$ cat config.mk
export PLATFORM = sky130hd
export DESIGN_NAME = adsc_sequencer
export DESIGN_NICKNAME = d
export VERILOG_FILES = /design/src/pkg/adsc_pkg.sv /design/src/pkg/adsc_tick_if.sv /design/src/adsc_sequencer.sv /design/src/adsc_tad_gen.sv
export SDC_FILE = /design/constraint.sdc
export NUM_CORES = 1
export LEC_CHECK = 0
export ABC_AREA = 1
export BUFFER_PORTS_ARGS = -buffer_cell sky130_fd_sc_hd__buf_2
export CAP_MARGIN = 10
export CELL_PAD_IN_SITES_DETAIL_PLACEMENT = 1
export CELL_PAD_IN_SITES_GLOBAL_PLACEMENT = 2
export CORE_MARGIN = 2
export CORE_UTILIZATION = 35
export DETAILED_ROUTE_END_ITERATION = 7
export PLACE_DENSITY_LB_ADDON = 0.15
export SYNTH_ARGS = -nofsm -noshare
export SYNTH_HDL_FRONTEND = slang
export SYNTH_HIERARCHICAL = 1
export SYNTH_SLANG_ARGS = --single-unit
$ cat constraint.sdc
create_clock -name clk -period 2.5 [get_ports clk]
set_input_delay 0 -clock clk [delete_from_list [all_inputs] [get_ports clk]]
set_output_delay 0 -clock clk [all_outputs]
set_load 0.02 [all_outputs]
$ cat src/pkg/adsc_pkg.sv
// Constants and types for the sample/convert sequencer
package adsc_pkg;
  localparam int          DATA_W       = 16;
  localparam int          ADDR_W       = 4;
  localparam int          DIV_W        = 8;
  localparam int          SAMPLE_TIME_COUNT_W       = 5;
  localparam logic [3:0]  ADDR_ONE     = 4'h0;
  localparam logic [3:0]  ADDR_TWO     = 4'h1;
  localparam logic [3:0]  ADDR_THREE   = 4'h2;
  localparam logic [3:0]  ADDR_STATUS  = 4'h3;
  localparam logic [3:0]  ADDR_SCAN_HI = 4'h4;
  localparam logic [3:0]  ADDR_SCAN_LO = 4'h5;
  // Control register one
  localparam int          ONE_ON       = 15;
  localparam int          ONE_RES12    = 10;
  localparam int          ONE_SRC_HI   = 7;
  localparam int          ONE_SRC_LO   = 5;
  localparam int          ONE_SIM      = 3;
  localparam int          ONE_AUTO     = 2;
  localparam int          ONE_SAMPLE_BIT     = 1;
  localparam int          ONE_DONE     = 0;
  // Control register two
  localparam int          TWO_CH_HI    = 9;
  localparam int          TWO_CH_LO    = 8;
  // Control register three
  localparam int          THR_RC       = 15;
  localparam int          THR_SAMPLE_TIME_COUNT_HI  = 12;
  localparam int          THR_SAMPLE_TIME_COUNT_LO  = 8;
  localparam int          THR_DIV_HI   = 7;
  localparam int          THR_DIV_LO   = 0;
  localparam logic [15:0] RESET_VALUE  = 16'h0000;
  localparam logic [2:0]  SRC_SOFT     = 3'h0;
  localparam logic [2:0]  SRC_CLOCKED  = 3'h7;
  localparam logic [1:0]  CHANNEL_COUNT_SEL_ONE     = 2'h0;
  localparam logic [1:0]  CHANNEL_COUNT_SEL_TWO     = 2'h1;
  localparam logic [1:0]  LAST_OF_TWO  = 2'h1;
  localparam logic [1:0]  LAST_OF_FOUR = 2'h3;
  typedef enum logic [1:0] {
    ADSC_IDLE,
    ADSC_SAMPLE,
    ADSC_START,
    ADSC_WAIT
  } adsc_state_t;
endpackage

$ cat src/pkg/adsc_tick_if.sv
// Conversion clock settings and tick between sequencer and tick generator
`timescale 1ns/1ps
interface adsc_tick_if;
  logic                      enable;
  logic                      rc_sel;
  logic [adsc_pkg::DIV_W-1:0] divider;
  logic                      tick;
  modport gen (input enable, input rc_sel, input divider, output tick);
  modport seq (output enable, output rc_sel, output divider, input tick);
endinterface

$ cat src/adsc_sequencer.sv
// Sample/convert sequencer with its control registers
//
// The register addresses and the strobed register port were chosen for this implementation.
`timescale 1ns/1ps
module adsc_sequencer (
  input  wire logic                        clk,
  input  wire logic                        reset_n,
  input  wire logic [adsc_pkg::ADDR_W-1:0] addr,
  input  wire logic [adsc_pkg::DATA_W-1:0] wdata,
  input  wire logic                        wr_en,
  input  wire logic                        rd_en,
  output logic      [adsc_pkg::DATA_W-1:0] rdata,
  input  wire logic                        rc_osc,
  input  wire logic                        ext_trigger,
  input  wire logic                        conv_done,
  output logic                             analog_power,
  output logic      [3:0]                  sh_sample,
  output logic                             conv_start,
  output logic      [1:0]                  conv_channel
);
  logic [adsc_pkg::DATA_W-1:0] one_q;
  logic [adsc_pkg::DATA_W-1:0] two_q;
  logic [adsc_pkg::DATA_W-1:0] three_q;
  logic [adsc_pkg::DATA_W-1:0] scan_hi_q;
  logic [adsc_pkg::DATA_W-1:0] scan_lo_q;
  logic                        sample_bit_q;
  logic                        done_q;
  adsc_pkg::adsc_state_t       state_q;
  adsc_pkg::adsc_state_t       state_d;
  logic [1:0]                  ch_q;
  logic [1:0]                  ch_d;
  logic [adsc_pkg::SAMPLE_TIME_COUNT_W-1:0] smp_cnt_q;
  logic [3:0]                  sh_d;
  logic                        trig_meta_q;
  logic                        trig_sync_q;
  logic                        trig_prev_q;
  logic                        done_meta_q;
  logic                        done_sync_q;
  logic                        done_prev_q;
  logic                        ext_edge;
  logic                        done_edge;
  logic                        on;
  logic                        auto;
  logic                        simul;
  logic [2:0]                  src;
  logic [adsc_pkg::SAMPLE_TIME_COUNT_W-1:0] sample_time_count;
  logic [1:0]                  last_ch;
  logic                        wr_one;
  logic                        soft_clear;
  logic                        soft_set;
  logic                        trigger;
  logic                        seq_start;
  logic                        seq_end;
  logic                        ch_end;
  adsc_tick_if                 tif ();

  assign on     = one_q[adsc_pkg::ONE_ON];
  assign auto   = one_q[adsc_pkg::ONE_AUTO];
  assign src    = one_q[adsc_pkg::ONE_SRC_HI:adsc_pkg::ONE_SRC_LO];
  assign sample_time_count   = three_q[adsc_pkg::THR_SAMPLE_TIME_COUNT_HI:adsc_pkg::THR_SAMPLE_TIME_COUNT_LO];
  assign wr_one = wr_en && (addr == adsc_pkg::ADDR_ONE);
  assign soft_set   = wr_one && wdata[adsc_pkg::ONE_SAMPLE_BIT];
  assign soft_clear = wr_one && !wdata[adsc_pkg::ONE_SAMPLE_BIT];

  // Channel count; twelve-bit mode forces channel zero alone
  always_comb begin
    if (one_q[adsc_pkg::ONE_RES12]) begin
      last_ch = 2'h0;
    end else if (two_q[adsc_pkg::TWO_CH_HI:adsc_pkg::TWO_CH_LO]
                 == adsc_pkg::CHANNEL_COUNT_SEL_ONE) begin
      last_ch = 2'h0;
    end else if (two_q[adsc_pkg::TWO_CH_HI:adsc_pkg::TWO_CH_LO]
                 == adsc_pkg::CHANNEL_COUNT_SEL_TWO) begin
      last_ch = adsc_pkg::LAST_OF_TWO;
    end else begin
      last_ch = adsc_pkg::LAST_OF_FOUR;
    end
  end

  // Simultaneous mode is meaningless with a single amplifier
  assign simul = one_q[adsc_pkg::ONE_SIM] && (last_ch != 2'h0);

  assign tif.enable  = on;
  assign tif.rc_sel  = three_q[adsc_pkg::THR_RC];
  assign tif.divider = three_q[adsc_pkg::THR_DIV_HI:adsc_pkg::THR_DIV_LO];

  adsc_tad_gen u_tad (
    .clk     (clk),
    .reset_n (reset_n),
    .rc_osc  (rc_osc),
    .tif     (tif)
  );

  // Pin synchronisers for the event trigger and converter done
  always_ff @(posedge clk or negedge reset_n) begin
    if (!reset_n) begin
      trig_meta_q <= 1'b0;
      trig_sync_q <= 1'b0;
      trig_prev_q <= 1'b0;
      done_meta_q <= 1'b0;
      done_sync_q <= 1'b0;
      done_prev_q <= 1'b0;
    end else begin
      trig_meta_q <= ext_trigger;
      trig_sync_q <= trig_meta_q;
      trig_prev_q <= trig_sync_q;
      done_meta_q <= conv_done;
      done_sync_q <= done_meta_q;
      done_prev_q <= done_sync_q;
    end
  end

  assign ext_edge  = trig_sync_q && !trig_prev_q;
  assign done_edge = done_sync_q && !done_prev_q;

  // Trigger that ends sampling, per selected source
  always_comb begin
    if (src == adsc_pkg::SRC_SOFT) begin
      trigger = soft_clear;
    end else if (src == adsc_pkg::SRC_CLOCKED) begin
      trigger = (smp_cnt_q == sample_time_count);
    end else begin
      trigger = ext_edge;
    end
  end

  assign seq_start = (state_q == adsc_pkg::ADSC_IDLE) && on
                     && (auto || sample_bit_q || soft_set);
  assign ch_end    = (state_q == adsc_pkg::ADSC_WAIT) && done_edge;
  assign seq_end   = ch_end && (ch_q == last_ch);

  // Sequencer
  always_comb begin
    state_d = state_q;
    ch_d    = ch_q;
    unique case (state_q)
      adsc_pkg::ADSC_IDLE: begin
        ch_d = 2'h0;
        if (seq_start) begin
          state_d = adsc_pkg::ADSC_SAMPLE;
        end
      end
      adsc_pkg::ADSC_SAMPLE: begin
        if (trigger) begin
          state_d = adsc_pkg::ADSC_START;
        end
      end
      adsc_pkg::ADSC_START: begin
        state_d = adsc_pkg::ADSC_WAIT;
      end
      adsc_pkg::ADSC_WAIT: begin
        if (seq_end) begin
          ch_d = 2'h0;
          // Auto restarts sampling, manual waits for sample bit
          state_d = auto ? adsc_pkg::ADSC_SAMPLE
                         : adsc_pkg::ADSC_IDLE;
        end else if (ch_end) begin
          ch_d = ch_q + 2'h1;
          // Sequential: next channel samples; simultaneous: convert
          state_d = simul ? adsc_pkg::ADSC_START
                          : adsc_pkg::ADSC_SAMPLE;
        end
      end
    endcase
    if (!on) begin
      state_d = adsc_pkg::ADSC_IDLE;
      ch_d    = 2'h0;
    end
  end

  always_ff @(posedge clk or negedge reset_n) begin
    if (!reset_n) begin
      state_q <= adsc_pkg::ADSC_IDLE;
      ch_q    <= 2'h0;
    end else begin
      state_q <= state_d;
      ch_q    <= ch_d;
    end
  end

  // Sample period counter in conversion clock periods
  always_ff @(posedge clk or negedge reset_n) begin
    if (!reset_n) begin
      smp_cnt_q <= '0;
    end else if (state_q != adsc_pkg::ADSC_SAMPLE) begin
      smp_cnt_q <= '0;
    end else if (tif.tick && smp_cnt_q != sample_time_count) begin
      smp_cnt_q <= smp_cnt_q + 1'b1;
    end
  end

  // Amplifiers held in sample mode
  always_comb begin
    sh_d = 4'h0;
    for (int i = 0; i < 4; i++) begin
      if (on && i <= int'(last_ch)) begin
        if (state_q == adsc_pkg::ADSC_SAMPLE) begin
          if (simul) begin
            sh_d[i] = 1'b1;
          end else begin
            // Auto: converted channels keep sampling for their next turn
            sh_d[i] = (i == int'(ch_q)) || auto;
          end
        end else if (state_q != adsc_pkg::ADSC_IDLE) begin
          // Sequential auto mode: channels resume once converted
          sh_d[i] = auto && !simul && (i != int'(ch_q));
        end
      end
    end
  end

  always_ff @(posedge clk or negedge reset_n) begin
    if (!reset_n) begin
      sh_sample    <= 4'h0;
      conv_start   <= 1'b0;
      conv_channel <= 2'h0;
      analog_power <= 1'b0;
    end else begin
      sh_sample    <= sh_d;
      conv_start   <= (state_q == adsc_pkg::ADSC_START) && on;
      conv_channel <= ch_q;
      analog_power <= on;
    end
  end

  // Sample bit: hardware set wins over a software clear
  always_ff @(posedge clk or negedge reset_n) begin
    if (!reset_n) begin
      sample_bit_q <= 1'b0;
    end else if (!on) begin
      sample_bit_q <= soft_set;
    end else if (state_d == adsc_pkg::ADSC_SAMPLE
                 && state_q != adsc_pkg::ADSC_SAMPLE && auto) begin
      sample_bit_q <= 1'b1;
    end else if (wr_one) begin
      sample_bit_q <= wdata[adsc_pkg::ONE_SAMPLE_BIT];
    end else if (state_q == adsc_pkg::ADSC_SAMPLE && trigger) begin
      sample_bit_q <= 1'b0;
    end
  end

  // Done flag: the end of a sequence wins over the clear
  always_ff @(posedge clk or negedge reset_n) begin
    if (!reset_n) begin
      done_q <= 1'b0;
    end else if (seq_end && on) begin
      done_q <= 1'b1;
    end else if (state_d == adsc_pkg::ADSC_SAMPLE
                 && state_q != adsc_pkg::ADSC_SAMPLE) begin
      done_q <= 1'b0;
    end
  end

  // Configuration registers
  always_ff @(posedge clk or negedge reset_n) begin
    if (!reset_n) begin
      one_q     <= adsc_pkg::RESET_VALUE;
      two_q     <= adsc_pkg::RESET_VALUE;
      three_q   <= adsc_pkg::RESET_VALUE;
      scan_hi_q <= adsc_pkg::RESET_VALUE;
      scan_lo_q <= adsc_pkg::RESET_VALUE;
    end else if (wr_en) begin
      unique case (addr)
        adsc_pkg::ADDR_ONE:     one_q     <= wdata;
        adsc_pkg::ADDR_TWO:     two_q     <= wdata;
        adsc_pkg::ADDR_THREE:   three_q   <= wdata;
        adsc_pkg::ADDR_SCAN_HI: scan_hi_q <= wdata;
        adsc_pkg::ADDR_SCAN_LO: scan_lo_q <= wdata;
        default: ;
      endcase
    end
  end

  // Read port, data in the cycle after the strobe
  always_ff @(posedge clk or negedge reset_n) begin
    if (!reset_n) begin
      rdata <= '0;
    end else if (rd_en) begin
      unique case (addr)
        adsc_pkg::ADDR_ONE: begin
          rdata <= one_q;
          rdata[adsc_pkg::ONE_SAMPLE_BIT] <= sample_bit_q;
          rdata[adsc_pkg::ONE_DONE] <= done_q;
        end
        adsc_pkg::ADDR_TWO:     rdata <= two_q;
        adsc_pkg::ADDR_THREE:   rdata <= three_q;
        adsc_pkg::ADDR_STATUS:  rdata <= {12'h000, state_q, ch_q};
        adsc_pkg::ADDR_SCAN_HI: rdata <= scan_hi_q;
        adsc_pkg::ADDR_SCAN_LO: rdata <= scan_lo_q;
        default:                rdata <= '0;
      endcase
    end else begin
      rdata <= '0;
    end
  end
endmodule

$ cat src/adsc_tad_gen.sv
// Conversion clock tick generator: divided clock or internal RC source
`timescale 1ns/1ps
module adsc_tad_gen (
  input  wire logic clk,
  input  wire logic reset_n,
  input  wire logic rc_osc,
  adsc_tick_if.gen  tif
);
  logic [adsc_pkg::DIV_W-1:0] cnt_q;
  logic                      rc_meta_q;
  logic                      rc_sync_q;
  logic                      rc_prev_q;
  logic                      div_tick;
  logic                      rc_tick;

  always_ff @(posedge clk or negedge reset_n) begin
    if (!reset_n) begin
      rc_meta_q <= 1'b0;
      rc_sync_q <= 1'b0;
      rc_prev_q <= 1'b0;
    end else begin
      rc_meta_q <= rc_osc;
      rc_sync_q <= rc_meta_q;
      rc_prev_q <= rc_sync_q;
    end
  end

  // Period is divider plus one system clocks
  always_ff @(posedge clk or negedge reset_n) begin
    if (!reset_n) begin
      cnt_q <= '0;
    end else if (!tif.enable || div_tick) begin
      cnt_q <= '0;
    end else begin
      cnt_q <= cnt_q + 1'b1;
    end
  end

  assign div_tick = (cnt_q == tif.divider);
  assign rc_tick  = rc_sync_q && !rc_prev_q;

  // Divider is ignored while the RC source is chosen
  always_ff @(posedge clk or negedge reset_n) begin
    if (!reset_n) begin
      tif.tick <= 1'b0;
    end else begin
      tif.tick <= tif.enable && (tif.rc_sel ? rc_tick : div_tick);
    end
  end
endmodule
==> impl_results.md <==
* I/O Buffers at 50
* Final TNS setup at 0 ns
* Global route overflow at 0
* Clock share of power at 0.411
* Gp weighted congestion at 0.799
* Cell mode on critical path: nand2_1
* Synth Area in Simple Gates at 0.187
* Sw Pwr at 1.66 mW
* Critical path type: reg -> reg
* CP max FO at 11
* Bufs on Longest Clock Path at 2
* Wirelength per Cell at 17.1 um
* Synth Area in Compound Gates at 0.151
* Switch share at 0.286
* Reg-to-Reg End: done_q
* DR pass1 iterations at 4
* Power Density at 830 nW/um^2
* Post-synth top cells: 160 x nand2_1, 131 x dfrtp_1, 57 x inv_1, 50 x o21ai_0, 42 x o21ai_1
* Most common cell in the synthesized netlist: nand2_1
* Syn nets at 669
* #FFs+latches synth at 131
* Layout cells sized above 1 at 0.160
* Root Driver: clkbuf_16
* Sink Count at 131
* Clock transition at path regs at 0.06 ns
* Final Hold Fails at 0
* Share of the synthesized area in the top cell type at 0.569
* Starting Density at 0.360
* Initial DRC count at 218
* Die X at 132 um
* Final instance count without filler cells at 940
* Nets at 744
* Post-synth top flop: dfrtp_1
* Core area at 16000 sq um
* Number of synthesized flops with an enable pin at 0
* Placed insts at 887
* Min Clock Period, post-route at 1.64 ns
* Clock skew at 0.0115 ns
* Kind of cell adding the most delay to the critical path: flip-flops
* Row cnt at 46
* Slowest-stage cell, CP: dfrtp_1
* CP max stage delay at 0.66 ns
* Cts bufs inserted at 17
* Pint at 4.16 mW
* RR Startpoint: one_q[15]
* Total Routing Usage GR at 0.199
* R2R cell count at 7
* Largest net degree at the start of global routing at 57
* Final setup vio count at 0
* Status: complete, no violations
* Netlist cell types at 37
* Die height at 132 um
* Min-delay src: addr[2]
* Async SR Flop Fraction at 1.00
* Vias in the first global route at 4836
* Post-DP HPWL at 10900 um
* Buffers & Inverters on Critical Path at 1
* Area contributors post-synth: dfrtp_1 57%, nand2_1 10%, o21ai_0 4.3%
* Worst-path cell chain: inv_1 > a31oi_1 > nand2_2 > nor2_2 > nand2_1 > nand2_1 > o21ai_2
* Initial antenna violation count at 0
* CP required at 2.80 ns
* Worst Hold Class: in -> reg
* XOR/XNOR Fraction of Synth Area at 0.0137
* Yosys top cell by area: dfrtp_1
* Lkg Pwr at 3.37 nW
* Cells after Synth at 636
* WHS at 0.0579 ns
* Worst skew pair latency at 0.42 ns
* DR DRC count at 0
* Antenna cells at 0
* # IOs at 51
* Worst hold stages at 4
* Post-DRT Antenna Nets at 0
* Reg2reg setup slack at 0.86 ns
* Vias at 4662
* End of the worst hold path: sample_bit_q
* First-pass GRT wire length at 26500 um
* Setup crit end kind: flop
* Seq pwr share at 0.461
* Max Cap Viol at 0
* Vias per inst at 4.96
* Fmax at 0.611 GHz
* Area Growth Syn to Fin at 21.9%
* Crit start category: flop
* Worst Path Arrival at 1.94 ns
* Comb pwr share at 0.127
* Synth Area per Inst at 9.05 sq um
* Post-route clock period utilization at 0.654
* Final Max Tran Viols at 0
* Worst-Margin Slew at 0.753 ns
* Adder-Cell Fraction of Synth Area at 0.0130
* TritonCTS clock tree: done
* Mux cell area share after synthesis at 0
* Relative slew slack at 0.497
* Synthesized area at 5760 sq um
* Synth warn at 6
* Worst VDD drop at 0.498 mV
* Die Area at 17500 sq um
* Unrepaired setup endpoints after global routing: no
* Main combinational cell family by area after synthesis: simple AND/OR/NAND/NOR gates
* Sequential area share after synthesis at 0.569
* H-Tree Depth at 4
* Final WL at 16100 um
state kept, by name, indices dropped and copies added, names as in the netlist, 2 cells and up:
name and flops:
scan_lo_q 16, rdata 16, one_q 14, three_q 16
two_q 16, ch_q 2, state_q 2, scan_hi_q 16
smp_cnt_q 5, sh_sample 4, conv_channel 2, u_tad/cnt_q 8
cell type report:
| class | instances | area, sq um |
|---|---|---|
| clock buffer | 21 | 470 |
| clock inverter | 11 | 103 |
| fill | 1880 | 8980 |
| inverter | 63 | 236 |
| multi-input combinational | 416 | 2100 |
| sequential | 131 | 3280 |
| tap | 216 | 270 |
| timing repair buffer | 82 | 562 |
cell usage in the layout (no fill, tap or decap), drive strengths merged:
cell         Yosys  routed
a211oi           2       2
a21oi           18      18
a221oi           2       2
a22o            14      14
a31oi           12      12
a32o             2       2
buf             19      61
bufinv           0       1
clkbuf           7      21
clkinv           0       6
clkinvlp         0       3
dfrtp          131     131
dlygate4sd3      0      21
ha               6       6
inv             63      64
nand2          167     167
nand3           30      30
nand3b           2       2
nand4            5       5
nor2            36      36
nor3             8       8
o211a            1       1
o211ai           1       1
o21ai           93      93
o21bai           1       1
o22ai            1       1
o31ai            4       4
or2              2       2
xnor2            7       7
xor2             2       2
what timing repair did:
item	in CTS	in global routing
endpoints found under the hold margin	134	0
gates resized for setup	0	0
hold buffers	21	0
setup buffers	0	0
worst max path at each step:
stage	depth (start not counted)	startpoint	end
after floorplan	11	state_q[1]	done_q
final	7	one_q[15]	done_q
after global routing	11	two_q[9]	done_q
after CTS	12	ch_q[1]	done_q
after global placement	7	one_q[15]	done_q
after detailed placement	8	addr[3]	three_q[15]
routing by layer:
layer / routed length [um] / vias up / track usage
met4: 106 / 0 / 0.0645
met5: 0 / - / 0
met1: 7730 / 2346 / 0.266
met3: 574 / 4 / 0.0557
met2: 7690 / 63 / 0.314
li1: - / 2249 / -
logic make-up (layout without fill, tap and decap cells):
| family | Yosys count | count (layout) |
|---|---|---|
| buffers and inverters | 89 | 177 |
| AOI/OAI and AO/OA | 151 | 151 |
| adders and majority gates | 6 | 6 |
| DFF | 131 | 131 |
| and+or+nand+nor | 250 | 250 |
| xor gates and xnor gates | 9 | 9 |
power by group through the flow:
stage | Clock (mW) | Sequential, mW | Combinational, mW
after floorplan | 0 | 2.63 | 0.497
after global placement | 0 | 2.71 | 0.700
after detailed placement | 0 | 2.72 | 0.728
after CTS | 2.46 | 2.69 | 0.759
after global routing | 2.56 | 2.73 | 0.872
final | 2.39 | 2.69 | 0.743
tightest hold or removal path: cells and delay by family:
family | cells | cell delay (ns)
simple gates | 2 | 0.24
buf+inv | 1 | 0.09
compound gates | 1 | 0.10
metrics by stage:
stage | cell area, sq um | power (mW) | utilization | setup WS (ns)
floorplan | 5760 | 3.13 | - | 1.16
global placement | 6240 | 3.41 | 0.390 | 0.846
detailed placement | 6240 | 3.45 | 0.390 | 0.801
CTS | 7020 | 5.90 | 0.439 | 0.868
global route | 7020 | 6.16 | 0.439 | 0.710
finish | 7020 | 5.83 | 0.439 | 0.864
Power figures use the tool's default switching activity.
